## config.mk

```make
export PLATFORM = sky130hd
export DESIGN_NAME = ssap_top
export DESIGN_NICKNAME = d
export VERILOG_FILES = /design/src/hw/ssap_pkg.sv /design/src/hw/ssap_sync_gen.sv /design/src/hw/ssap_top.sv
export VERILOG_INCLUDE_DIRS = /design/src /design/src/hw
export SDC_FILE = /design/constraint.sdc
export NUM_CORES = 1
export LEC_CHECK = 0
export BUFFER_PORTS_ARGS = -buffer_cell sky130_fd_sc_hd__buf_2
export CORE_UTILIZATION = 43
export CTS_CLUSTER_SIZE = 25
export DETAILED_ROUTE_END_ITERATION = 12
export PLACE_DENSITY = 0.65
export SYNTH_ARGS = -nofsm -noshare
export SYNTH_HDL_FRONTEND = slang
export SYNTH_SLANG_ARGS = --single-unit
```

## constraint.sdc

```tcl
create_clock -name sys_clk_i -period 4.9 [get_ports sys_clk_i]
set_clock_uncertainty 0.1 [all_clocks]
set_input_delay 0.245 -clock sys_clk_i [delete_from_list [all_inputs] [get_ports sys_clk_i]]
set_output_delay 0.245 -clock sys_clk_i [all_outputs]
set_load 0.005 [all_outputs]
```

## src/hw/ssap_regs.svh

```systemverilog
// constants for the standby, switch, busy/sync and alarm pin logic
`ifndef SSAP_REGS_SVH
`define SSAP_REGS_SVH

// register port offsets (4-bit address)
`define SSAP_ADDR_STATUS     4'h0
`define SSAP_ADDR_CONFIG     4'h1
`define SSAP_ADDR_STEP_MODE  4'h2
`define SSAP_ADDR_ALARM_EN   4'h3
`define SSAP_ADDR_ADC_OUT    4'h4
`define SSAP_ADDR_COMMAND    4'h5

// status bit positions
`define SSAP_ST_BRIDGE_OFF   0
`define SSAP_ST_BUSY         1
`define SSAP_ST_SW_STATE     2
`define SSAP_ST_SW_EVENT     3
`define SSAP_ST_WRONG_CMD    4
`define SSAP_ST_NOPERF_CMD   5
`define SSAP_ST_SUPPLY_UNDERVOLTAGE_FLAG_N       6
`define SSAP_ST_THWRN_N      7
`define SSAP_ST_THSD_N       8
`define SSAP_ST_OCD_N        9

// config bit positions
`define SSAP_CFG_SWITCH_MODE_BIT     0
`define SSAP_CFG_TQREG       1

// step mode fields
`define SSAP_SM_SYNC_EN      7
`define SSAP_SM_SYNC_SEL_HI  6
`define SSAP_SM_SYNC_SEL_LO  4
`define SSAP_SM_STEP_SEL_HI  2
`define SSAP_SM_STEP_SEL_LO  0

// alarm enable bit positions
`define SSAP_AL_OCD          0
`define SSAP_AL_THWRN        1
`define SSAP_AL_THSD         2
`define SSAP_AL_SUPPLY_UNDERVOLTAGE_FLAG         3
`define SSAP_AL_SWITCH_EVENT_FLAG       4
`define SSAP_AL_WRONG        5
`define SSAP_AL_NOPERF       6
`define SSAP_AL_RESET        7

// reset values
`define SSAP_CONFIG_RST      16'h0000
`define SSAP_STEP_MODE_RST   8'h07
`define SSAP_ALARM_EN_RST    8'hFF

// command codes on the command register
`define SSAP_CMD_STATUS_READ 8'hD0
`define SSAP_CMD_IMM_STOP    8'hB8
`define SSAP_CMD_DEC_STOP    8'hB0
`define SSAP_CMD_RUN         8'h50
`define SSAP_CMD_MOVE        8'h40
`define SSAP_CMD_GOTO        8'h60
`define SSAP_CMD_IMM_HIZ     8'hA8

// converter sampling period in system clocks
`define SSAP_ADC_PERIOD      10'd512
`define SSAP_ADC_CNT_W       10
`define SSAP_ADC_LAST        10'h1FF

`endif

```

## src/hw/ssap_pkg.sv

```systemverilog
// types for the standby, switch, busy/sync and alarm pin logic
package ssap_pkg;

   typedef enum logic [1:0] {
      SSAP_IDLE,
      SSAP_MOVING,
      SSAP_STOPPED
   } ssap_motion_t;

   typedef struct packed {
      logic ocd;
      logic th_wrn;
      logic th_sd;
      logic supply_undervoltage_flag;
   } ssap_prot_t;

   typedef struct packed {
      logic [3:0]  addr;
      logic [15:0] wdata;
      logic        wr;
      logic        rd;
   } ssap_bus_t;

endpackage

```

## src/hw/ssap_sync_gen.sv

```systemverilog
// step-clock generator for the sync mode of the busy/sync pin
`timescale 1ns/1ns
module ssap_sync_gen
   import ssap_pkg::*;
(
   input  wire logic       sys_clk_i,
   input  wire logic       srst_i,
   input  wire logic       step_i,
   input  wire logic [2:0] sync_sel_i,
   input  wire logic [2:0] step_sel_i,
   output logic            sync_o
);
   logic [7:0] ustep_q;
   logic [3:0] shift;

   // sync toggles every 2^(step_sel-sync_sel) microsteps, at least every step
   always_comb begin
      if ({1'b0, step_sel_i} >= {1'b0, sync_sel_i})
         shift = 4'({1'b0, step_sel_i} - {1'b0, sync_sel_i});
      else
         shift = 4'h0;
   end

   always_ff @(posedge sys_clk_i) begin
      if (srst_i)
         ustep_q <= 8'h00;
      else if (step_i)
         ustep_q <= ustep_q + 8'h01;
   end

   assign sync_o = ustep_q[shift[2:0]];

endmodule // ssap_sync_gen

```

## src/hw/ssap_top.sv

```systemverilog
// standby, home switch, busy/sync, alarm and converter pacing logic
`timescale 1ns/1ns
`include "ssap_regs.svh"

// Functional notes
// - standby low: bridges off, charge pump stopped, bus and logic disabled
// - standby returns registers to defaults and disables protections
// - after standby bridges stay off; any motion command enables them
// - switch state bit: 0 open, 1 closed, refreshed every clock
// - switch falling edge sets event flag; only status read clears it
// - switch mode 0 stops motor on turn-on; mode 1 only reports
// - converter samples every 512 clocks into result register
// - converter result drives current amplitude or stays for software
// - busy/sync is open drain, busy or sync by sync-enable bit
// - busy mode: pin low while motion command runs, released at target
// - status busy flag mirrors the busy/sync pin level, so it shows the sync level in sync mode
// - sync mode: step clock from sync and step select fields
// - alarm pin low on reset exit, faults, switch event, bad commands
// - alarm mask bit per condition gates only the alarm pin
// - any logic reset forces undervoltage flag active low
module ssap_top
   import ssap_pkg::*;
(
   input  wire logic        sys_clk_i,
   input  wire logic        srst_i,
   input  wire logic        standby_reset_pin_n_i,
   input  wire logic        home_contact_input_i,
   input  wire logic [7:0]  converter_input_i,
   input  wire logic        conv_done_i,
   input  wire logic        motion_done_i,
   input  wire logic        step_i,
   input  wire logic        wrong_cmd_i,
   input  wire logic        noperf_cmd_i,
   input  wire ssap_prot_t  prot_i,
   input  wire logic [3:0]  addr_i,
   input  wire logic [15:0] wdata_i,
   input  wire logic        wr_i,
   input  wire logic        rd_i,
   output logic [15:0]      rdata_o,
   output logic             bridge_en_o,
   output logic             charge_pump_en_o,
   output logic             prot_en_o,
   output logic             hard_stop_o,
   output logic             conv_start_o,
   output logic             torque_from_adc_o,
   output logic [7:0]       torque_adc_o,
   output logic             busy_sync_oe_o,
   output logic             busy_sync_out_o,
   output logic             alarm_oe_o,
   output logic             alarm_out_o
);

   ////////////////////////////////////////////////////////////////////////////
   logic         lrst;
   ssap_bus_t    bus;
   logic [15:0]  config_q;
   logic [7:0]   step_mode_q;
   logic [7:0]   alarm_en_q;
   logic [7:0]   adc_out_q;
   logic [`SSAP_ADC_CNT_W-1:0] adc_cnt_q;
   logic         bridge_off_q;
   logic         sw_state_q;
   logic         sw_prev_q;
   logic         sw_event_q;
   logic         wrong_q;
   logic         noperf_q;
   logic         reset_alarm_q;
   ssap_prot_t   prot_n_q;
   ssap_motion_t motion_q;
   logic         busy_q;
   logic         sync_lvl;
   logic         cmd_wr;
   logic         status_rd;
   logic         motion_cmd;
   logic         stop_cmd;
   logic         sw_fall;
   logic         sw_stop;
   logic         alarm_any;

   // standby pin acts as a logic reset alongside the system reset
   assign lrst = srst_i | ~standby_reset_pin_n_i;

   assign bus = '{addr: addr_i, wdata: wdata_i, wr: wr_i, rd: rd_i};

   function automatic logic is_motion(input logic [7:0] c);
      is_motion = (c == `SSAP_CMD_RUN) || (c == `SSAP_CMD_MOVE) || (c == `SSAP_CMD_GOTO);
   endfunction

   assign cmd_wr     = bus.wr && (bus.addr == `SSAP_ADDR_COMMAND);
   assign status_rd  = (cmd_wr && (bus.wdata[7:0] == `SSAP_CMD_STATUS_READ)) ||
                       (bus.rd && (bus.addr == `SSAP_ADDR_STATUS));
   assign stop_cmd   = cmd_wr && ((bus.wdata[7:0] == `SSAP_CMD_IMM_STOP) ||
                                  (bus.wdata[7:0] == `SSAP_CMD_DEC_STOP));
   assign motion_cmd = cmd_wr && (is_motion(bus.wdata[7:0]) || stop_cmd);
   assign sw_fall    = sw_prev_q && !home_contact_input_i;
   assign sw_stop    = sw_fall && !config_q[`SSAP_CFG_SWITCH_MODE_BIT];

   ////////////////////////////////////////////////////////////////////////////
   // configuration registers
   always_ff @(posedge sys_clk_i) begin
      if (lrst) begin
         config_q    <= `SSAP_CONFIG_RST;
         step_mode_q <= `SSAP_STEP_MODE_RST;
         alarm_en_q  <= `SSAP_ALARM_EN_RST;
      end else if (bus.wr) begin
         case (bus.addr)
            `SSAP_ADDR_CONFIG:    config_q    <= bus.wdata;
            `SSAP_ADDR_STEP_MODE: step_mode_q <= bus.wdata[7:0];
            `SSAP_ADDR_ALARM_EN:  alarm_en_q  <= bus.wdata[7:0];
            default: ;
         endcase
      end
   end

   ////////////////////////////////////////////////////////////////////////////
   // bridge state: off after reset, any motion command turns it on
   always_ff @(posedge sys_clk_i) begin
      if (lrst)
         bridge_off_q <= 1'b1;
      else if (!prot_n_q.th_sd || !prot_n_q.ocd)
         bridge_off_q <= 1'b1;
      else if (cmd_wr && (bus.wdata[7:0] == `SSAP_CMD_IMM_HIZ))
         bridge_off_q <= 1'b1;
      else if (motion_cmd)
         bridge_off_q <= 1'b0;
   end

   always_ff @(posedge sys_clk_i) begin
      if (lrst) begin
         bridge_en_o      <= 1'b0;
         charge_pump_en_o <= 1'b0;
         prot_en_o        <= 1'b0;
      end else begin
         bridge_en_o      <= !bridge_off_q;
         charge_pump_en_o <= 1'b1;
         prot_en_o        <= 1'b1;
      end
   end

   ////////////////////////////////////////////////////////////////////////////
   // home switch sampling, edge detect, event flag
   always_ff @(posedge sys_clk_i) begin
      if (lrst) begin
         sw_prev_q  <= 1'b1;
         sw_state_q <= 1'b0;
      end else begin
         sw_prev_q  <= home_contact_input_i;
         sw_state_q <= !home_contact_input_i;
      end
   end

   // set wins over the status-read clear
   always_ff @(posedge sys_clk_i) begin
      if (lrst)
         sw_event_q <= 1'b0;
      else if (sw_fall)
         sw_event_q <= 1'b1;
      else if (status_rd)
         sw_event_q <= 1'b0;
   end

   always_ff @(posedge sys_clk_i) begin
      if (lrst)
         hard_stop_o <= 1'b0;
      else
         hard_stop_o <= sw_stop;
   end

   ////////////////////////////////////////////////////////////////////////////
   // command error flags and power-up alarm
   always_ff @(posedge sys_clk_i) begin
      if (lrst) begin
         wrong_q       <= 1'b0;
         noperf_q      <= 1'b0;
         reset_alarm_q <= 1'b1;
      end else begin
         if (wrong_cmd_i)
            wrong_q <= 1'b1;
         else if (status_rd)
            wrong_q <= 1'b0;
         if (noperf_cmd_i)
            noperf_q <= 1'b1;
         else if (status_rd)
            noperf_q <= 1'b0;
         if (status_rd)
            reset_alarm_q <= 1'b0;
      end
   end

   // active-low protection flags, held until cause gone and status read
   always_ff @(posedge sys_clk_i) begin
      if (lrst) begin
         prot_n_q.ocd    <= 1'b1;
         prot_n_q.th_wrn <= 1'b1;
         prot_n_q.th_sd  <= 1'b1;
         prot_n_q.supply_undervoltage_flag   <= 1'b0;
      end else begin
         if (prot_i.ocd)
            prot_n_q.ocd <= 1'b0;
         else if (status_rd)
            prot_n_q.ocd <= 1'b1;
         if (prot_i.th_wrn)
            prot_n_q.th_wrn <= 1'b0;
         else if (status_rd)
            prot_n_q.th_wrn <= 1'b1;
         if (prot_i.th_sd)
            prot_n_q.th_sd <= 1'b0;
         else if (status_rd)
            prot_n_q.th_sd <= 1'b1;
         if (prot_i.supply_undervoltage_flag)
            prot_n_q.supply_undervoltage_flag <= 1'b0;
         else if (status_rd)
            prot_n_q.supply_undervoltage_flag <= 1'b1;
      end
   end

   ////////////////////////////////////////////////////////////////////////////
   // motion tracking for busy
   always_ff @(posedge sys_clk_i) begin
      if (lrst) begin
         motion_q <= SSAP_IDLE;
      end else begin
         case (motion_q)
            SSAP_IDLE, SSAP_STOPPED:
               if (cmd_wr && is_motion(bus.wdata[7:0]) && prot_n_q.supply_undervoltage_flag)
                  motion_q <= SSAP_MOVING;
            SSAP_MOVING:
               if (motion_done_i || sw_stop || stop_cmd)
                  motion_q <= SSAP_STOPPED;
            default:
               motion_q <= SSAP_IDLE;
         endcase
      end
   end

   always_ff @(posedge sys_clk_i) begin
      if (lrst)
         busy_q <= 1'b0;
      else
         busy_q <= (motion_q == SSAP_MOVING);
   end

   ssap_sync_gen u_sync_gen (
      .sys_clk_i  (sys_clk_i),
      .srst_i     (lrst),
      .step_i     (step_i),
      .sync_sel_i (step_mode_q[`SSAP_SM_SYNC_SEL_HI:`SSAP_SM_SYNC_SEL_LO]),
      .step_sel_i (step_mode_q[`SSAP_SM_STEP_SEL_HI:`SSAP_SM_STEP_SEL_LO]),
      .sync_o     (sync_lvl)
   );

   // open drain: enable high pulls the pin low
   always_ff @(posedge sys_clk_i) begin
      if (lrst) begin
         busy_sync_oe_o  <= 1'b0;
         busy_sync_out_o <= 1'b0;
      end else begin
         busy_sync_out_o <= 1'b0;
         if (step_mode_q[`SSAP_SM_SYNC_EN])
            busy_sync_oe_o <= !sync_lvl;
         else
            busy_sync_oe_o <= busy_q;
      end
   end

   ////////////////////////////////////////////////////////////////////////////
   // converter pacing and result
   always_ff @(posedge sys_clk_i) begin
      if (lrst)
         adc_cnt_q <= '0;
      else if (adc_cnt_q == `SSAP_ADC_LAST)
         adc_cnt_q <= '0;
      else
         adc_cnt_q <= adc_cnt_q + `SSAP_ADC_CNT_W'(1);
   end

   always_ff @(posedge sys_clk_i) begin
      if (lrst) begin
         conv_start_o <= 1'b0;
         adc_out_q    <= 8'h00;
      end else begin
         conv_start_o <= (adc_cnt_q == `SSAP_ADC_LAST);
         if (conv_done_i)
            adc_out_q <= converter_input_i;
      end
   end

   always_ff @(posedge sys_clk_i) begin
      if (lrst) begin
         torque_from_adc_o <= 1'b0;
         torque_adc_o      <= 8'h00;
      end else begin
         torque_from_adc_o <= config_q[`SSAP_CFG_TQREG];
         torque_adc_o      <= adc_out_q;
      end
   end

   ////////////////////////////////////////////////////////////////////////////
   // alarm: latched conditions gated by mask
   assign alarm_any = (alarm_en_q[`SSAP_AL_OCD]    && !prot_n_q.ocd)    ||
                      (alarm_en_q[`SSAP_AL_THWRN]  && !prot_n_q.th_wrn) ||
                      (alarm_en_q[`SSAP_AL_THSD]   && !prot_n_q.th_sd)  ||
                      (alarm_en_q[`SSAP_AL_SUPPLY_UNDERVOLTAGE_FLAG]   && !prot_n_q.supply_undervoltage_flag)   ||
                      (alarm_en_q[`SSAP_AL_SWITCH_EVENT_FLAG] && sw_event_q)       ||
                      (alarm_en_q[`SSAP_AL_WRONG]  && wrong_q)          ||
                      (alarm_en_q[`SSAP_AL_NOPERF] && noperf_q)         ||
                      (alarm_en_q[`SSAP_AL_RESET]  && reset_alarm_q);

   always_ff @(posedge sys_clk_i) begin
      if (lrst) begin
         alarm_oe_o  <= 1'b0;
         alarm_out_o <= 1'b0;
      end else begin
         alarm_oe_o  <= alarm_any;
         alarm_out_o <= 1'b0;
      end
   end

   ////////////////////////////////////////////////////////////////////////////
   // read port, data one cycle after strobe
   always_ff @(posedge sys_clk_i) begin
      if (lrst) begin
         rdata_o <= 16'h0000;
      end else if (bus.rd) begin
         case (bus.addr)
            `SSAP_ADDR_STATUS: begin
               rdata_o                        <= 16'h0000;
               rdata_o[`SSAP_ST_BRIDGE_OFF]   <= bridge_off_q;
               rdata_o[`SSAP_ST_BUSY]         <= !busy_sync_oe_o;
               rdata_o[`SSAP_ST_SW_STATE]     <= sw_state_q;
               rdata_o[`SSAP_ST_SW_EVENT]     <= sw_event_q;
               rdata_o[`SSAP_ST_WRONG_CMD]    <= wrong_q;
               rdata_o[`SSAP_ST_NOPERF_CMD]   <= noperf_q;
               rdata_o[`SSAP_ST_SUPPLY_UNDERVOLTAGE_FLAG_N]       <= prot_n_q.supply_undervoltage_flag;
               rdata_o[`SSAP_ST_THWRN_N]      <= prot_n_q.th_wrn;
               rdata_o[`SSAP_ST_THSD_N]       <= prot_n_q.th_sd;
               rdata_o[`SSAP_ST_OCD_N]        <= prot_n_q.ocd;
            end
            `SSAP_ADDR_CONFIG:    rdata_o <= config_q;
            `SSAP_ADDR_STEP_MODE: rdata_o <= {8'h00, step_mode_q};
            `SSAP_ADDR_ALARM_EN:  rdata_o <= {8'h00, alarm_en_q};
            `SSAP_ADDR_ADC_OUT:   rdata_o <= {8'h00, adc_out_q};
            default:              rdata_o <= 16'h0000;
         endcase
      end else begin
         rdata_o <= 16'h0000;
      end
   end

endmodule // ssap_top

```

After elaboration in Yosys (flattened, before gate mapping):

Cells that the tools add are included.

* bits in registers: 103
* bits of input ports: 43
* output and inout port bits: 34
* word-level logic and storage cells: 129

* add/sub/neg operators: 3
* $lt $le $gt $ge: 2
* equality and inequality tests: 17
* multiplexer cells: 17
* bitwise gates (word level): 3
* reduce and logical (&&, ||, !) cells: 59

Operator list (number)
* $pmux 16 s5: 1
* $eq 8x8->1 const B: 4
* $eq 8x7->1 const B: 3
* $logic_and 1x1->1: 18
* $logic_or 1x1->1: 15
* $reduce_bool 2->1: 6
* $mux 1: 11
* $add 10x1->10 const B: 1
* $eq 10x9->1 const B: 1
* $logic_not 1->1: 9
* $add 8x1->8 const B: 1
* $eq 4x2->1 const B: 2
* $eq 4x3->1 const B: 2
* $reduce_and 2->1: 4
* $reduce_or 2->1: 4
* $eq 4x1->1 const B: 1
* $logic_not 4->1: 1
* $lt 3x4->1 const B: 1
* $mux 2: 2
* $ne 2x2->1 const B: 2
* $pmux 2 s2: 1
* $bmux 1 s3: 1
* $ge 3x3->1: 1
* $mux 3: 1
* 7 further kinds: 8

Depth between registers and ports, before layout:

Gate-level depths: netlist of the first run.

* depth in word-level cells: 9
* mapped depth: 9
* depth with buffers taken out: 9

Hierarchy:

Synthesis of the first run repeated with hierarchy kept, for this count alone.

* cell total of the unflattened synthesis: 449
* area total of the unflattened synthesis: 4088.9 µm²

Modules (own cells, without submodules)
* ssap_top: times used 1, cells each 389, area an instance 3555.9 µm², seq. area each 1901.8 µm²
* ssap_sync_gen: times used 1, cells each 60, area an instance 533.0 µm², seq. area each 160.2 µm²

Least setup slack after synthesis of the first run:

No wires, ideal clock.

* path kind: flip-flop to flip-flop
* from: reg step_mode_q[0]
* to: reg busy_sync_oe_o
* library setup time: 60 ps
* arrival time: 1985 ps
* required time: 4740 ps
* path slack: 2756 ps
* stages on the path, launching flop included: 9
* path buffers: 0
* period minus slack after synthesis: 2144 ps
* cells stage by stage: dfxtp_1 > inv_1 > ha_1 > inv_1 > fa_1 > xnor2_1 > mux4_2 > nand3_1 > a41o_1

* word-level cells in the longest chain between the ends: 6
* elaborated cells between the ends (all ways): 7
* those cells by class: add/sub: 1; order compare: 1; mux: 4; reduce/logical: 1

Ends and longest elaborated chain
* start: declaration: line ssap_top.sv:57 `logic [7:0] step_mode_q;`
* start signal: assignment: line ssap_top.sv:103 `` step_mode_q <= `SSAP_STEP_MODE_RST; ``
* start signal: assignment: line ssap_top.sv:108 `` `SSAP_ADDR_STEP_MODE: step_mode_q <= bus.wdata[7:0]; ``
* $sub 3x3->3 or $ge 3x3->1 (tied branches): line ssap_sync_gen.sv:19, ssap_sync_gen.sv:18
* $mux 3 (*): line ssap_sync_gen.sv:18 `if ({1'b0, step_sel_i} >= {1'b0, sync_sel_i})`
* $bmux 1 s3 (*): line ssap_sync_gen.sv:31 `assign sync_o = ustep_q[shift[2:0]];`
* $mux 1 (not written as such) (*): line ssap_sync_gen.sv:31
* $logic_not 1->1 (*): line ssap_top.sv:260 `busy_sync_oe_o <= !sync_lvl;`
* $mux 1 (*): line ssap_top.sv:259 `` if (step_mode_q[`SSAP_SM_SYNC_EN]) ``
* end signal: assignment: line ssap_top.sv:260
* end signal: assignment: line ssap_top.sv:262 `busy_sync_oe_o <= busy_q;`
* end: declaration: line ssap_top.sv:47 `output logic busy_sync_oe_o,`

Every way passes the cells marked *; elsewhere a longest branch is shown, timed or not. The select of a mux whose other input is x is not followed.
A chain may end at the register's enable or synchronous reset.

Worst setup path in the final report of the first run:

Same ends and word-level chain as after synthesis.

==> impl.org, run 1 <==
** STA
- Setup total negative slack on the finished layout was measured at 0 ns.
- Dividing the final minimum period by the clock period gives 46.9%.
- Setup violations remaining at the end of the flow were counted as 0.
- Transition time at the pin with the least slew margin :: slightly above 1 ns
- Final count of hold timing violations :: 0
- Shortest clock period the worst path allows after layout :: 2.30 ns
- The number of slew-limit violations in the final report was 0.
- Headroom to the max-slew limit came out at 31.5%.
- Highest Clock Rate :: 435 MHz
- RSZ-0062 raised after global routing :: no

** Power
- Worst-case vdd ir drop :: 0.000147 V
- In this run the power density over the cells is 315 nW/um^2.
- The analysis attributes to cell leakage a power of 1.90 nW.

** Worst setup path
- Cell family with the largest share of critical-path delay :: adder cells
- Number of buffers and inverters on the critical path :: 2
- Traced cell by cell, the critical path runs through inv_1 -> ha_1 -> inv_1 -> fa_1 -> xnor2_1 -> mux4_2 -> nand3_1 -> a41o_1.
- Kind of capture point of the worst setup path :: register
- On the critical path, the stage with the largest delay is an instance of sky130_fd_sc_hd__mux4_2.
- Largest stage delay on the critical path :: approximately 0.54 ns
- For the worst setup path, the data required time is around 5.1 ns.
- The worst setup path is launched from a register.
- STA puts the critical path data arrival time at 2.50 ns.
- RR Startpoint :: step_mode_q[0]$_SDFFE_PN1P_
- Critical path start-end classification :: register to register
- Start point of the critical path :: step_mode_q[0]$_SDFFE_PN1P_
- Along the worst path, the maximum fanout reaches 4.
- In this design, the critical path's most frequently occurring cell is sky130_fd_sc_hd__inv_1.
- R2R Setup Slk :: 2.60 ns

** Synth
- The commonest cells after synthesis are sky130_fd_sc_hd__dfxtp_1 (103), sky130_fd_sc_hd__nand2_1 (76), sky130_fd_sc_hd__nor2_1 (43).
- Largest area contributor in the netlist :: sky130_fd_sc_hd__dfxtp_1
- The cell area that synthesis handed to floorplanning was slightly below 4000 sq um.
- Most area-consuming cells after synthesis :: sky130_fd_sc_hd__dfxtp_1 (52%), sky130_fd_sc_hd__nand2_1 (7.2%), sky130_fd_sc_hd__a21oi_1 (4.4%), sky130_fd_sc_hd__nor2_1 (4.1%), sky130_fd_sc_hd__a22oi_1 (3.2%)
- Cell with the most instances after synthesis :: sky130_fd_sc_hd__dfxtp_1
- A synthesized cell averages between 9 and 10 sq um.
- Count of different cell masters after synthesis :: between 40 and 50
- The Yosys step of the flow raised 0 warnings.
- Flip-flop and latch count after synthesis :: a little over 100
- Sequential cells were found to cover 52.4% of the synthesized design area.
- Mapped Cells :: ~430
- Post-synth EDFFs :: 0
- Async set or reset register ratio after synthesis :: 0%
- Most frequently used flop master after synthesis :: sky130_fd_sc_hd__dfxtp_1
- After synthesis, the largest area contributor takes up between 50% and 60% of total cell area.

** Placed design
- At the end of routability-driven placement, the weighted congestion stood at 0.946.
- Placed Cells incl. Taps :: 596
- The HPWL after detailed placement is around 6600 um.
- Port Buffer Count :: 74

** Clock tree
- The clock tree synthesis step divided the H-tree into 3 levels.
- The cell sitting at the root of the clock tree is a sky130_fd_sc_hd__clkbuf_8.
- Longest Clk Path Bufs :: 2
- Clock tree from TritonCTS :: built
- Post-CTS setup buffer count :: 0
- The clock net in this run drives a total of 103 sinks.
- Worst-skew pair later-pin latency :: 0.36 ns
- TritonCTS buffer count :: 9
- Clock-pin slew was measured on the worst setup and hold paths at about 0.090 ns.

** Global routing
- Wire length of the first global-routing pass :: roughly 15,000 um
- Initial antenna violation count :: 0
- Global routing used 20.6% of the available tracks.
- Entering global routing, the biggest net connects 55 pins.
- The number of global-route vias before repair came to roughly 3k.
- Summed over all layers, the global routing overflow is 0.

** Route
- Number of iterations in the first detailed-routing pass :: 9
- The first routing iteration left 254 violations.
- Detailed routing inserted a total of 3,295 vias.
- After detailed routing, the total wire length is 9370 um.
- Detail-routed via count per cell :: about 5.3
- In the final routed layout, each cell accounts on average for 15.1 um.
- Number of remaining DRC errors :: 16
- The detail route stage leaves a number of antenna-violating nets equal to 0.

** Final layout
- The number of antenna diodes in the final layout is 0.
- Count of fill cells added during filler insertion :: 831
- The post-route netlist has a little under a fifth of its cells at a drive strength greater than 1.
- Once layout is complete, the cells apart from fillers number 619.
- Final layout net count :: 555
- Area added between synthesis and finish :: 17.8%

** Die
- Die Y :: 97.7 um
- Number of cell rows :: 34
- Initial Util :: between 40% and 50%
- Die W :: between 90 and 100 um
- The die covers approximately 9500 sq um.
- For this design the top-level I/O count stands at 77.
- Area of the core :: 8810 sq um

** Flow run
- The tool flagged a number of max-cap violations equal to 0.

** Worst hold path
- Hold Path Class :: input pin to register
- In this run the most critical hold path is launched from wdata_i[10].

** Status
- The run finished, with violations left.
- Failing checks :: DRC
-- cell usage in the layout (no fill, tap or decap), drive strengths merged, types with 6 or more instances in the layout --
cell type      n
nand3         13
mux2i          9
a21oi         35
buf           78
nand2         76
inv           13
a211oi         6
a22oi         17
clkbuf        11
and2          18
nor2          43
xor2           9
dfxtp        103
dlygate4sd3    7
nand2b         6
a222oi         8
-- layout make-up --
cell class / count / area (sq um) / area share (%)
clock inverter: 5 / 58.8 / 1.27
inverter: 13 / 48.8 / 1.05
sequential: 103 / 2060 / 44.4
multi-input combinational: 294 / 1730 / 37.4
timing repair buffer: 85 / 470 / 10.1
tap: 108 / 135 / 2.91
clock buffer: 11 / 131 / 2.83
-- stage by stage --
stage / instance area (sq um) / power, W / hold WS (ns) / util, % / worst slack [ns]
5_1_grt: 4640 / 0.00152 / 0.0153 / 52.7 / 2.43
3_3_place_gp: 4380 / 0.000955 / 0.308 / 49.7 / 2.51
4_1_cts: 4640 / 0.00147 / 0.00493 / 52.7 / 2.59
3_5_place_dp: 4380 / 0.000956 / 0.306 / 49.7 / 2.45
2_1_floorplan: 3940 / 0.000916 / 0.218 / - / 2.76
6_report: 4640 / 0.00146 / 0.0137 / 52.7 / 2.60
-- worst paths after layout --
check / end / cells after the start
max: busy_sync_oe_o$_SDFF_PN0_ / 8
min: config_q[10]$_SDFFE_PN0P_ / 3
max reg2reg: busy_sync_oe_o$_SDFF_PN0_ / 8
min reg2reg: config_q[14]$_SDFFE_PN0P_ / 2
-- what timing repair did --
item | in CTS | in global routing
gates resized for setup | 0 | 0
hold buffers | 7 | 0
hold endpoints to repair | 7 | 0
-- power by group --
part | internal [W] | switching [W]
Combinational | 0.0000355 | 0.0000504
Sequential | 0.000847 | 0.00000881
Clock | 0.000237 | 0.000284
Total | 0.00112 | 0.000343
-- routing by layer --
metal | part of all wire, % | vias to the layer above | GRT usage (%)
met1 | 48 | 1529 | 28.0
li1 | - | 1631 | -
met4 | 1.7 | 0 | 7.58
met3 | 6.3 | 12 | 2.95
met5 | 0 | - | 0
met2 | 44 | 123 | 33.1
-- kinds of logic (layout without fill, tap and decap cells) --
group | after synthesis | in the layout | share of synthesized area, %
flops | 103 | 103 | 52.4
simple gates | 184 | 184 | 22.4
buf+inv | 36 | 114 | 3.78
other cells | 1 | 2 | 0.0952
fa+ha+maj | 6 | 6 | 2.10
xor+xnor | 14 | 14 | 3.11
mux | 10 | 10 | 2.86
compound gates | 78 | 78 | 13.3
-- flip-flops by register name (all words and copies together), names as in the netlist, 2 cells and up --
| register | cells |
|---|---|
| step_mode_q | 8 |
| alarm_en_q | 8 |
| config_q | 16 |
| adc_cnt_q | 10 |
| torque_adc_o | 8 |
| rdata_o | 16 |
| prot_n_q | 4 |
| u_sync_gen.ustep_q | 8 |
| adc_out_q | 8 |
| motion_q | 2 |
-- worst register-to-register path, cell delays in order (launching register included) --
cell and delay, ns:
sky130_fd_sc_hd__dfxtp_1 0.32, sky130_fd_sc_hd__inv_1 0.08, sky130_fd_sc_hd__ha_1 0.18, sky130_fd_sc_hd__inv_1 0.06, sky130_fd_sc_hd__fa_1 0.38, sky130_fd_sc_hd__xnor2_1 0.32
sky130_fd_sc_hd__mux4_2 0.54, sky130_fd_sc_hd__nand3_1 0.09, sky130_fd_sc_hd__a41o_1 0.17
(Power assumes the default switching activity.)
==> inputs of run 2 (changes only) <==
--- a/config.mk
+++ b/config.mk
@@ -6,11 +6,12 @@
 export SDC_FILE = /design/constraint.sdc
 export NUM_CORES = 1
 export LEC_CHECK = 0
+export ABC_AREA = 1
 export BUFFER_PORTS_ARGS = -buffer_cell sky130_fd_sc_hd__buf_2
 export CORE_UTILIZATION = 43
 export CTS_CLUSTER_SIZE = 25
 export DETAILED_ROUTE_END_ITERATION = 12
-export PLACE_DENSITY = 0.65
+export PLACE_DENSITY = 0.67
 export SYNTH_ARGS = -nofsm -noshare
 export SYNTH_HDL_FRONTEND = slang
 export SYNTH_SLANG_ARGS = --single-unit
==> constraint.sdc (replaced) <==
create_clock -name sys_clk_i -period 2.1 [get_ports sys_clk_i]
set_clock_uncertainty 0.1 [all_clocks]
set_input_delay 0.105 -clock sys_clk_i [delete_from_list [all_inputs] [get_ports sys_clk_i]]
set_output_delay 0.105 -clock sys_clk_i [all_outputs]
set_load 0.005 [all_outputs]
==> run 2 against run 1 <==
Against the previous run:
- the run now ends clean
- area after synthesis is 3.7% higher
- non-clock buffer count grew 33
- count of clock-buffer cells in the layout is 1 higher
- critical path depth is 4 higher
- die area increased by 3.6%
- sequential share of layout area is 4.4 points lower
- maximum frequency up 27%
- sequential cell count unchanged
- critical path type unchanged
- critical endpoint unchanged
==> impl.org, run 2 <==
** Synth
- The distinct cell type count of the synthesized netlist is 34 (-24%).
- Most area-consuming cells after synthesis :: sky130_fd_sc_hd__dfxtp_1 (50%), sky130_fd_sc_hd__nand2_1 (7.2%), sky130_fd_sc_hd__inv_1 (6.3%), sky130_fd_sc_hd__a21oi_1 (6.1%), sky130_fd_sc_hd__nor2_1 (5.1%)
- Largest area contributor in the netlist :: sky130_fd_sc_hd__dfxtp_1
- By instance count, the leading cell after synthesis is sky130_fd_sc_hd__dfxtp_1.
- Average size of a mapped cell :: 7.84 sq um (-14%)
- Most frequently used flop master after synthesis :: sky130_fd_sc_hd__dfxtp_1
- Post-synth EDFFs :: 0 (unchanged)
- Top cells by count, synth :: sky130_fd_sc_hd__dfxtp_1 (103), sky130_fd_sc_hd__nand2_1 (78), sky130_fd_sc_hd__inv_1 (69)
- The share of synthesized flip-flops with an asynchronous set or reset was 0% (unchanged).
- Sequential element share of the synthesized area :: 50.5% (-1.9 points)
- The post-synthesis sequential element count came to 103 (unchanged).
- The total number of yosys warnings came to 0 (unchanged).
- The instance count of the mapped netlist came to 521 (+21%).
- The share of the synthesized area in the top cell type came to 50.5% (-1.9 points).
- Total standard cell area after synthesis :: 4080 sq um (+3.7%)

** STA
- The count of endpoints failing setup in the final report was 0 (unchanged).
- Share of the clock period used by the worst path :: 86.5% (+40 points)
- Max-slew violation count :: 0 (unchanged)
- RSZ-0062 raised after global routing :: no
- Total negative slack for setup checks :: 0 ns (unchanged)
- Shortest clock period the worst path allows after layout :: 1.82 ns (-0.482 ns)
- The upper clock frequency limit was 550 MHz (+27%).
- The number of failing hold endpoints at the final stage came to 0 (unchanged).

** Final layout
- Area added between synthesis and finish :: 26.0%
- Area occupied by multi-input gates :: 1640 sq um (-5.3%)
- The flip-flop and latch area is 2060 sq um (unchanged).
- Leaving out fill and tap cells, the most frequent cell in the layout is sky130_fd_sc_hd__dfxtp_1.
- The area of all placed cells without fillers came to 5140 sq um (+11%).
- The fraction of final layout cells with drive strength greater than 1 came to 18.9% (-0.31 points).
- Leaving out fill and tap cells, the most frequent cells in the layout are sky130_fd_sc_hd__dfxtp_1 (103), sky130_fd_sc_hd__nand2_1 (78), sky130_fd_sc_hd__buf_2 (74), sky130_fd_sc_hd__inv_1 (69), sky130_fd_sc_hd__nor2_1 (55).
- Top flop regs :: config_q (16), rdata_o (16), adc_cnt_q (10)
- The number of antenna diodes was 0 (unchanged).
- The filler cell count in the final layout came to 871 (+4.8%).
- The final-stage net count was 681 (+23%).

** Global routing
- Global route overflow :: 0 (unchanged)
- The global-route met1 utilization came to 27.6% (-0.46 points).
- Largest net degree at the start of global routing :: 37 (-33%)
- Number of global-route vias before repair :: 3,387 (+9.9%)
- The met3 layer usage reported by global route is 4.92% (+2.0 points).
- The layer flagged by global routing as most heavily used is met2.
- The met2 usage in global routing was 31.8% (-1.2 points).
- Initial antenna violation count :: 0 (unchanged)
- Wire length of the first global-routing pass :: 15,900 um (+3.4%)
- Global-route total usage across every layer :: 20.6% (about the same)

** Clock tree
- The number of buffers inserted for hold repair after clock tree synthesis came to 38 (+31).
- The maximum number of buffers from clock root to sink is 2 (unchanged).
- Worst-skew pair later-pin latency :: 0.36 ns (about the same)
- The number of H-tree branching levels came to 3 (unchanged).
- The post-cts gate resize count is 0 (unchanged).
- The tree is rooted in a sky130_fd_sc_hd__clkbuf_8.
- The sink count of the clock tree was 103 (unchanged).
- The post-CTS setup repair buffer count came to 0 (unchanged).
- Clock-pin slew on the worst setup and hold paths :: 0.09 ns (about the same)
- Clock tree from TritonCTS :: built
- The total clock buffers created by CTS is 9 (unchanged).

** Worst setup path
- CP Cell Sequence :: inv_1 -> ha_1 -> inv_1 -> fa_1 -> xor2_1 -> nand2_1 -> inv_1 -> nand3_1 -> nand2_1 -> nand2_1 -> nand2_1 -> a21oi_1
- Cell family with the largest share of critical-path delay :: adder cells
- The worst setup path is captured at a register.
- Data arrival time at the worst-slack endpoint :: 1.97 ns (-0.53 ns)
- Number of buffers and inverters on the critical path :: 3 (+1)
- Worst Path Required :: 2.25 ns (-2.85 ns)
- Startpoint kind of the worst setup timing path :: register
- Among the stages of the critical path, the cell type that occurs most often is sky130_fd_sc_hd__nand2_1.
- Largest stage delay on the critical path :: 0.37 ns (-0.17 ns)
- Critical path start-end classification :: register to register
- The slowest stage of the critical path belongs to the cell sky130_fd_sc_hd__fa_1.
- The largest driver fanout on the critical path is 3 (-1).

** Die
- The initial core utilization was 44.2% (-0.52 points).
- The site row count was 35 (+2.9%).
- The die footprint is 9890 sq um (+3.6%).
- The core box area was 9240 sq um (+4.9%).
- Die W :: 99.5 um (+1.8%)
- The count of pins on the block boundary is 77 (unchanged).
- Die Y :: 99.5 um (+1.8%)

** Placed design
- The final weighted congestion of routability-driven global placement is 0.825 (-13%).
- Area after detailed placement :: 4580 sq um (+4.6%)
- Half-perimeter wire length after detailed placement :: 7060 um (+7.5%)
- Port Buffer Count :: 74 (unchanged)

** Route
- Number of iterations in the first detailed-routing pass :: 4 (-5)
- The wire length after detailed routing is 9900 um (+5.7%).
- The average vias per placed instance was 4.82 (-9.5%).
- The wire length per cell after detailed routing came to 12.9 um (-14%).
- Drt initial violations :: 123 (-52%)
- The via count is 3,687 (+12%).
- Number of remaining DRC errors :: 0 (-16)
- The number of routed nets with antenna violations is 0 (unchanged).

** Power
- The ratio of total power to cell area came to 668 nW/um^2 (+110%).
- Worst-case vdd ir drop :: 0.000292 V (+98%)
- Leak :: 2.23 nW (+18%)

** Worst hold path
- Hold Path Class :: input pin to register

** Flow run
- The number of violations of the max-capacitance limit is 0 (unchanged).

** Status
- Outcome :: finished clean
[run 2: report_power, final]
group	total (W)	switching, W	internal, W
logic	0.000278	0.000153	0.000125
clock network	0.00116	0.000640	0.000519
registers	0.00200	0.0000169	0.00198
total	0.00343	0.000810	0.00262
[run 2: layout make-up]
cell class                      count  share of cell area, %
Tap cell                          129                   3.14
Clock buffer                       12                   3.21
Inverter                           77                   5.62
Clock inverter                      3                  0.340
Sequential cell                   103                   40.1
Timing Repair Buffer              118                   15.7
Multi-Input combinational cell    323                   31.9
[run 2: cell families (layout without fill, tap and decap cells)]
family                   Yosys count  in the layout  synth area share [%]
adder cells (fa/ha/maj)            6              6                  2.02
AO/OA/AOI/OAI                    119            119                  16.0
AND/OR/NAND/NOR                  191            191                  20.9
flip-flops                       103            103                  50.5
XOR/XNOR                           5              5                  1.07
buffers and inverters             96            210                  9.47
other                              1              2                0.0918
[run 2: worst register-to-register path, delay by kind of cell, from the launching register on]
family                     cells  cell delay (ns)
DFF                            1             0.31
adders and majority gates      2             0.54
buffers and inverters          3             0.23
xor gates and xnor gates       1             0.14
AOI/OAI and AO/OA              1             0.05
and+or+nand+nor                5             0.35
[run 2: layer usage]
layer,part of all wire (%),vias up
met5,0,-
met4,2.2,0
met3,4.4,17
met2,44,91
met1,49,1680
li1,-,1899
[run 2: worst paths after layout]
kind | end | cells after the start | from | slack (ns)
min reg2reg | rdata_o[11]$_SDFF_PP0_ | 2 | config_q[11]$_SDFFE_PN0P_ | 0.35
max reg2reg | busy_sync_oe_o$_SDFF_PN0_ | 12 | step_mode_q[0]$_SDFFE_PN1P_ | 0.28
min | rdata_o[15]$_SDFF_PP0_ | 5 | rd_i | 0.04
max | busy_sync_oe_o$_SDFF_PN0_ | 12 | step_mode_q[0]$_SDFFE_PN1P_ | 0.28
[run 2: per-stage QoR]
stage / std cells / utilization [%] / worst slack [ns] / power [W] / hold WS, ns
floorplan: 522 / - / 0.435 / 0.00217 / 0.0889
global placement: 712 / 49.6 / 0.360 / 0.00226 / 0.195
detailed placement: 712 / 49.6 / 0.310 / 0.00227 / 0.197
CTS: 765 / 55.7 / 0.287 / 0.00346 / 0.0305
global route: 765 / 55.7 / 0.156 / 0.00357 / 0.0504
finish: 765 / 55.7 / 0.283 / 0.00343 / 0.0436
==> inputs of run 3 (changes only) <==
--- a/config.mk
+++ b/config.mk
@@ -14,4 +14,5 @@
 export PLACE_DENSITY = 0.67
 export SYNTH_ARGS = -nofsm -noshare
 export SYNTH_HDL_FRONTEND = slang
+export SYNTH_HIERARCHICAL = 1
 export SYNTH_SLANG_ARGS = --single-unit
==> constraint.sdc (replaced) <==
create_clock -name sys_clk_i -period 2.1 [get_ports sys_clk_i]
set_clock_uncertainty 0.1 [all_clocks]
set_input_delay 0 -clock sys_clk_i [delete_from_list [all_inputs] [get_ports sys_clk_i]]
set_output_delay 0 -clock sys_clk_i [all_outputs]
set_load 0.005 [all_outputs]
==> run 3 against run 2 <==
Against the previous run:
- area after synthesis up 1.5%
- worst setup slack worse by 0.14 ns
- highest routed layer unchanged
- first-iteration DRC count up 27%
- synthesized cell count up 1.5%
- critical path type is now input pin to register
==> impl.org, run 3 <==
** STA
- Normalized max-slew margin :: 51.8%
- The count of endpoints failing setup in the final report came to 0 (unchanged).
- Total negative slack for setup checks :: 0 ns (unchanged)
- Shortest clock period the worst path allows after layout :: 1.95 ns (+0.137 ns)
- RSZ-0062 raised after global routing :: no
- The share of the clock period used by the worst path after layout was 93.0% (+6.5 points).
- The upper clock frequency limit is 512 MHz (-7.0%).
- The number of slew-limit violations in the final report came to 0 (unchanged).
- Worst-case setup margin in the final layout :: 0.146 ns (-0.137 ns)
- The number of failing hold endpoints at the final stage is 0 (unchanged).
- Transition time at the pin with the least slew margin :: 0.722 ns

** Final layout
- Number of diodes :: 0 (unchanged)
- Top flop regs :: config_q (16), rdata_o (16), adc_cnt_q (10)
- The final instance count without filler cells came to 788 (+3.0%).
- Leaving out fill and tap cells, the most frequent cells in the layout are sky130_fd_sc_hd__dfxtp_1 (103), sky130_fd_sc_hd__nand2_1 (79), sky130_fd_sc_hd__buf_2 (74), sky130_fd_sc_hd__nor2_1 (71), sky130_fd_sc_hd__inv_1 (65).
- The fraction of final layout cells with drive strength greater than 1 is 19.1% (+0.25 points).
- Area added between synthesis and finish :: 29.1%
- The core occupancy in the finished layout was 57.6% (+1.9 points).
- The library cell used most frequently in the layout, excluding fill and tap cells, is sky130_fd_sc_hd__dfxtp_1.
- The final-stage net count came to 703 (+3.2%).

** Global routing
- Met1 global-route usage :: 26.1% (-1.5 points)
- Initial antenna violation count :: 0 (unchanged)
- Global-route total usage across every layer :: 21.4% (+0.82 points)
- The global-route wire length before repair came to 16,900 um (+6.1%).
- The met2 usage in global routing is 36.9% (+5.1 points).
- The final global-route overflow total is 0 (unchanged).
- The pin count of the biggest net entering global routing was 41 (+11%).
- Global-route layer with the greatest usage :: met2
- Grt met3 use :: 3.55% (-1.4 points)
- Number of global-route vias before repair :: 3,775 (+11%)

** Placed design
- The worst slack at placement came to 0.296 ns (-0.0144 ns).
- The placed instance count came to 720 (+1.1%).
- Half-perimeter wire length after detailed placement :: 7100 um (+0.62%)
- RePlAce Congestion :: 0.886 (+7.4%)
- The total of buffers placed on input and output ports was 74 (unchanged).

** Synth
- The post-synthesis sequential element count was 103 (unchanged).
- The compound-cell area share of the yosys netlist was 15.1% (-0.90 points).
- Post-synthesis share of cell area spent on full adders, half adders and majority gates :: 1.99% (-0.029 points)
- The simple logic cell fraction of the synthesized area is 24.0% (+3.1 points).
- The netlist area before placement is 4140 sq um (+1.5%).
- The instance count of the mapped netlist came to 529 (+1.5%).
- The share of synthesized area occupied by flip-flops and latches was 49.8% (-0.73 points).
- Most area-consuming cells after synthesis :: sky130_fd_sc_hd__dfxtp_1 (50%), sky130_fd_sc_hd__nand2_1 (7.2%), sky130_fd_sc_hd__nor2_1 (6.4%), sky130_fd_sc_hd__a21oi_1 (6.0%), sky130_fd_sc_hd__inv_1 (5.9%)
- The XOR/XNOR share of the synthesized area was 0.634% (-0.44 points).
- Most frequently used flop master after synthesis :: sky130_fd_sc_hd__dfxtp_1
- The number of synthesized flops with an enable pin came to 0 (unchanged).
- Among all cell types in the netlist, the one instantiated most often is sky130_fd_sc_hd__dfxtp_1.
- Combinational family with the most area after synthesis :: simple AND/OR/NAND/NOR gates
- The distinct cell type count of the synthesized netlist is 38 (+12%).
- Async set or reset register ratio after synthesis :: 0% (unchanged)
- Average size of a mapped cell :: 7.83 sq um (about the same)
- Mux share of post-synthesis cell area :: 0% (unchanged)
- Largest area contributor in the netlist :: sky130_fd_sc_hd__dfxtp_1
- Top cells by count, synth :: sky130_fd_sc_hd__dfxtp_1 (103), sky130_fd_sc_hd__nand2_1 (79), sky130_fd_sc_hd__nor2_1 (71)
- Fraction of post-synthesis cell area in the top cell type by area :: 49.8% (-0.73 points)
- Count of yosys warnings during synthesis :: 6 (+6)

** Clock tree
- The later-pin clock latency in the skew report came to 0.37 ns (about the same).
- The maximum number of buffers from clock root to sink was 2 (unchanged).
- The clock transition at the registers of the reported paths is 0.10 ns (about the same).
- Clock tree from TritonCTS :: built
- TritonCTS buffer count :: 9 (unchanged)
- Number of H-tree branching levels :: 3 (unchanged)
- Post-CTS setup buffer count :: 0 (unchanged)
- The sink count of the clock tree was 103 (unchanged).
- The tree is rooted in a sky130_fd_sc_hd__clkbuf_8.

** Die
- Number of cell rows :: 35 (unchanged)
- Die W :: 100 um (+0.72%)
- The initial core utilization was 44.6% (+0.44 points).
- Die ar. :: 10,000 sq um (+1.4%)
- The count of pins on the block boundary came to 77 (unchanged).
- Die Y :: 100 um (+0.72%)
- The core box area is 9280 sq um (+0.47%).

** Route
- The via count came to 3,863 (+4.8%).
- The DRC violations left came to 0 (unchanged).
- The starting DRC count in detailed routing came to 156 (+27%).
- The number of iterations in the first detailed-routing pass was 4 (unchanged).
- The number of routed nets with antenna violations was 0 (unchanged).
- Detail-routed via count per cell :: 4.90 (+1.7%)
- Drt wl/cell :: 12.9 um (-0.18%)
- Detailed-route wire length :: 10,200 um (+2.8%)

** Power
- The combinational group share of total power came to 8.3% (+0.2 points).
- The leakage power total came to 2.32 nW (+4.1%).
- Clk pwr share :: 35.7% (+2.0 points)
- Worst-case vdd ir drop :: 0.000392 V (+34%)
- Cell Pwr Density :: 667 nW/um^2 (-0.14%)
- Switching part of the total power :: 24.7% (+1.1 points)
- Int Pwr :: 0.00268 W (+2.3%)
- Part of the power in registers :: 56.0% (-2.2 points)
- The switching power is 0.000881 W (+8.8%).

** Worst hold path
- The path class of the tightest hold or removal check is input pin to register.
- Min-Delay Startpoint :: addr_i[2]

** Worst setup path
- STA classifies the critical path endpoint as a register.
- The most critical setup path has its startpoint at addr_i[3].
- Worst Path Required :: 2.29 ns (+0.04 ns)
- The critical path arrival is 2.14 ns (+0.17 ns).
- Worst Path Max Fanout :: 10 (+7)
- Critical path start-end classification :: input pin to register
- STA classifies the critical path startpoint as an input pin.
- In this run the critical register-to-register path is launched from step_mode_q[0]$_SDFFE_PN1P_.

** Status
- Outcome :: finished clean

** Flow run
- The number of violations of the max-capacitance limit was 0 (unchanged).
run 3: cell types whose count changed in the layout (fill, tap and decap cells not counted), sizes merged, moves of 3 or more:
cell         delta
nand4           +4
nand3           -6
dlygate4sd3    +14
clkbuf          -3
nand2           +4
a31oi           -5
o211ai          -7
o21ai          +13
a211oi          -4
nor2           +17
buf             -4
inv             -5
run 3: critical path, cell delays in order:
cell,delay [ns]
sky130_fd_sc_hd__dlygate4sd3_1,0.53
sky130_fd_sc_hd__buf_2,0.14
sky130_fd_sc_hd__nor2_4,0.15
sky130_fd_sc_hd__dlygate4sd3_1,0.62
sky130_fd_sc_hd__nand3_4,0.14
sky130_fd_sc_hd__clkinv_4,0.13
sky130_fd_sc_hd__nand2_1,0.06
sky130_fd_sc_hd__o21ai_0,0.11
sky130_fd_sc_hd__nor2_1,0.11
sky130_fd_sc_hd__a21oi_1,0.15
run 3: metal layers:
layer	vias up	part of all wire, %
met2	99	49
met1	1786	43
met3	19	5.5
li1	1959	-
met4	0	2.1
met5	-	0
run 3: area by class of cell:
| class | count | area (sq um) |
|---|---|---|
| Inverter | 70 | 268 |
| Fill cell | 883 | 3940 |
| Tap cell | 129 | 161 |
| Timing Repair Buffer | 128 | 906 |
| Sequential cell | 103 | 2060 |
| Clock buffer | 9 | 124 |
| Multi-Input combinational cell | 342 | 1750 |
| Clock inverter | 7 | 80.1 |
run 3: cell families after synthesis:
group                    after synthesis
AND/OR/NAND/NOR                      215
flip-flops                           103
other                                  1
AO/OA/AOI/OAI                        116
adder cells (fa/ha/maj)                6
buffers and inverters                 85
XOR/XNOR                               3
run 3: path summary, 6_finish.rpt:
check	cells past startpoint	to	slack (ns)
max	10	rdata_o[4]$_SDFF_PP0_	0.15
max reg2reg	13	busy_sync_oe_o$_SDFF_PN0_	0.24
min reg2reg	2	rdata_o[14]$_SDFF_PP0_	0.34
min	5	bridge_off_q$_SDFFE_PP1P_	0.03
run 3: power by group through the flow:
stage / combinational [W] / sequential, W / clock, W
after global routing: 0.000327 / 0.00200 / 0.00137
final: 0.000295 / 0.00200 / 0.00127
after detailed placement: 0.000220 / 0.00204 / 0
after CTS: 0.000290 / 0.00200 / 0.00131
after floorplan: 0.000126 / 0.00204 / 0
after global placement: 0.000216 / 0.00204 / 0
run 3: stage by stage:
step | cell area, sq um | power (W) | hold WS (ns)
6_report | 5350 | 0.00357 | 0.0322
5_1_grt | 5350 | 0.00370 | 0.0768
4_1_cts | 5330 | 0.00359 | 0.0276
3_5_place_dp | 4610 | 0.00226 | 0.0963
3_3_place_gp | 4610 | 0.00226 | 0.0926
2_1_floorplan | 4150 | 0.00216 | -0.0161
run 3: timing repair:
action | in CTS | in global routing
hold endpoints to repair | 65 | 0
gates resized for setup | 0 | 4
setup endpoints to repair | 0 | 4
hold buffers | 52 | 0
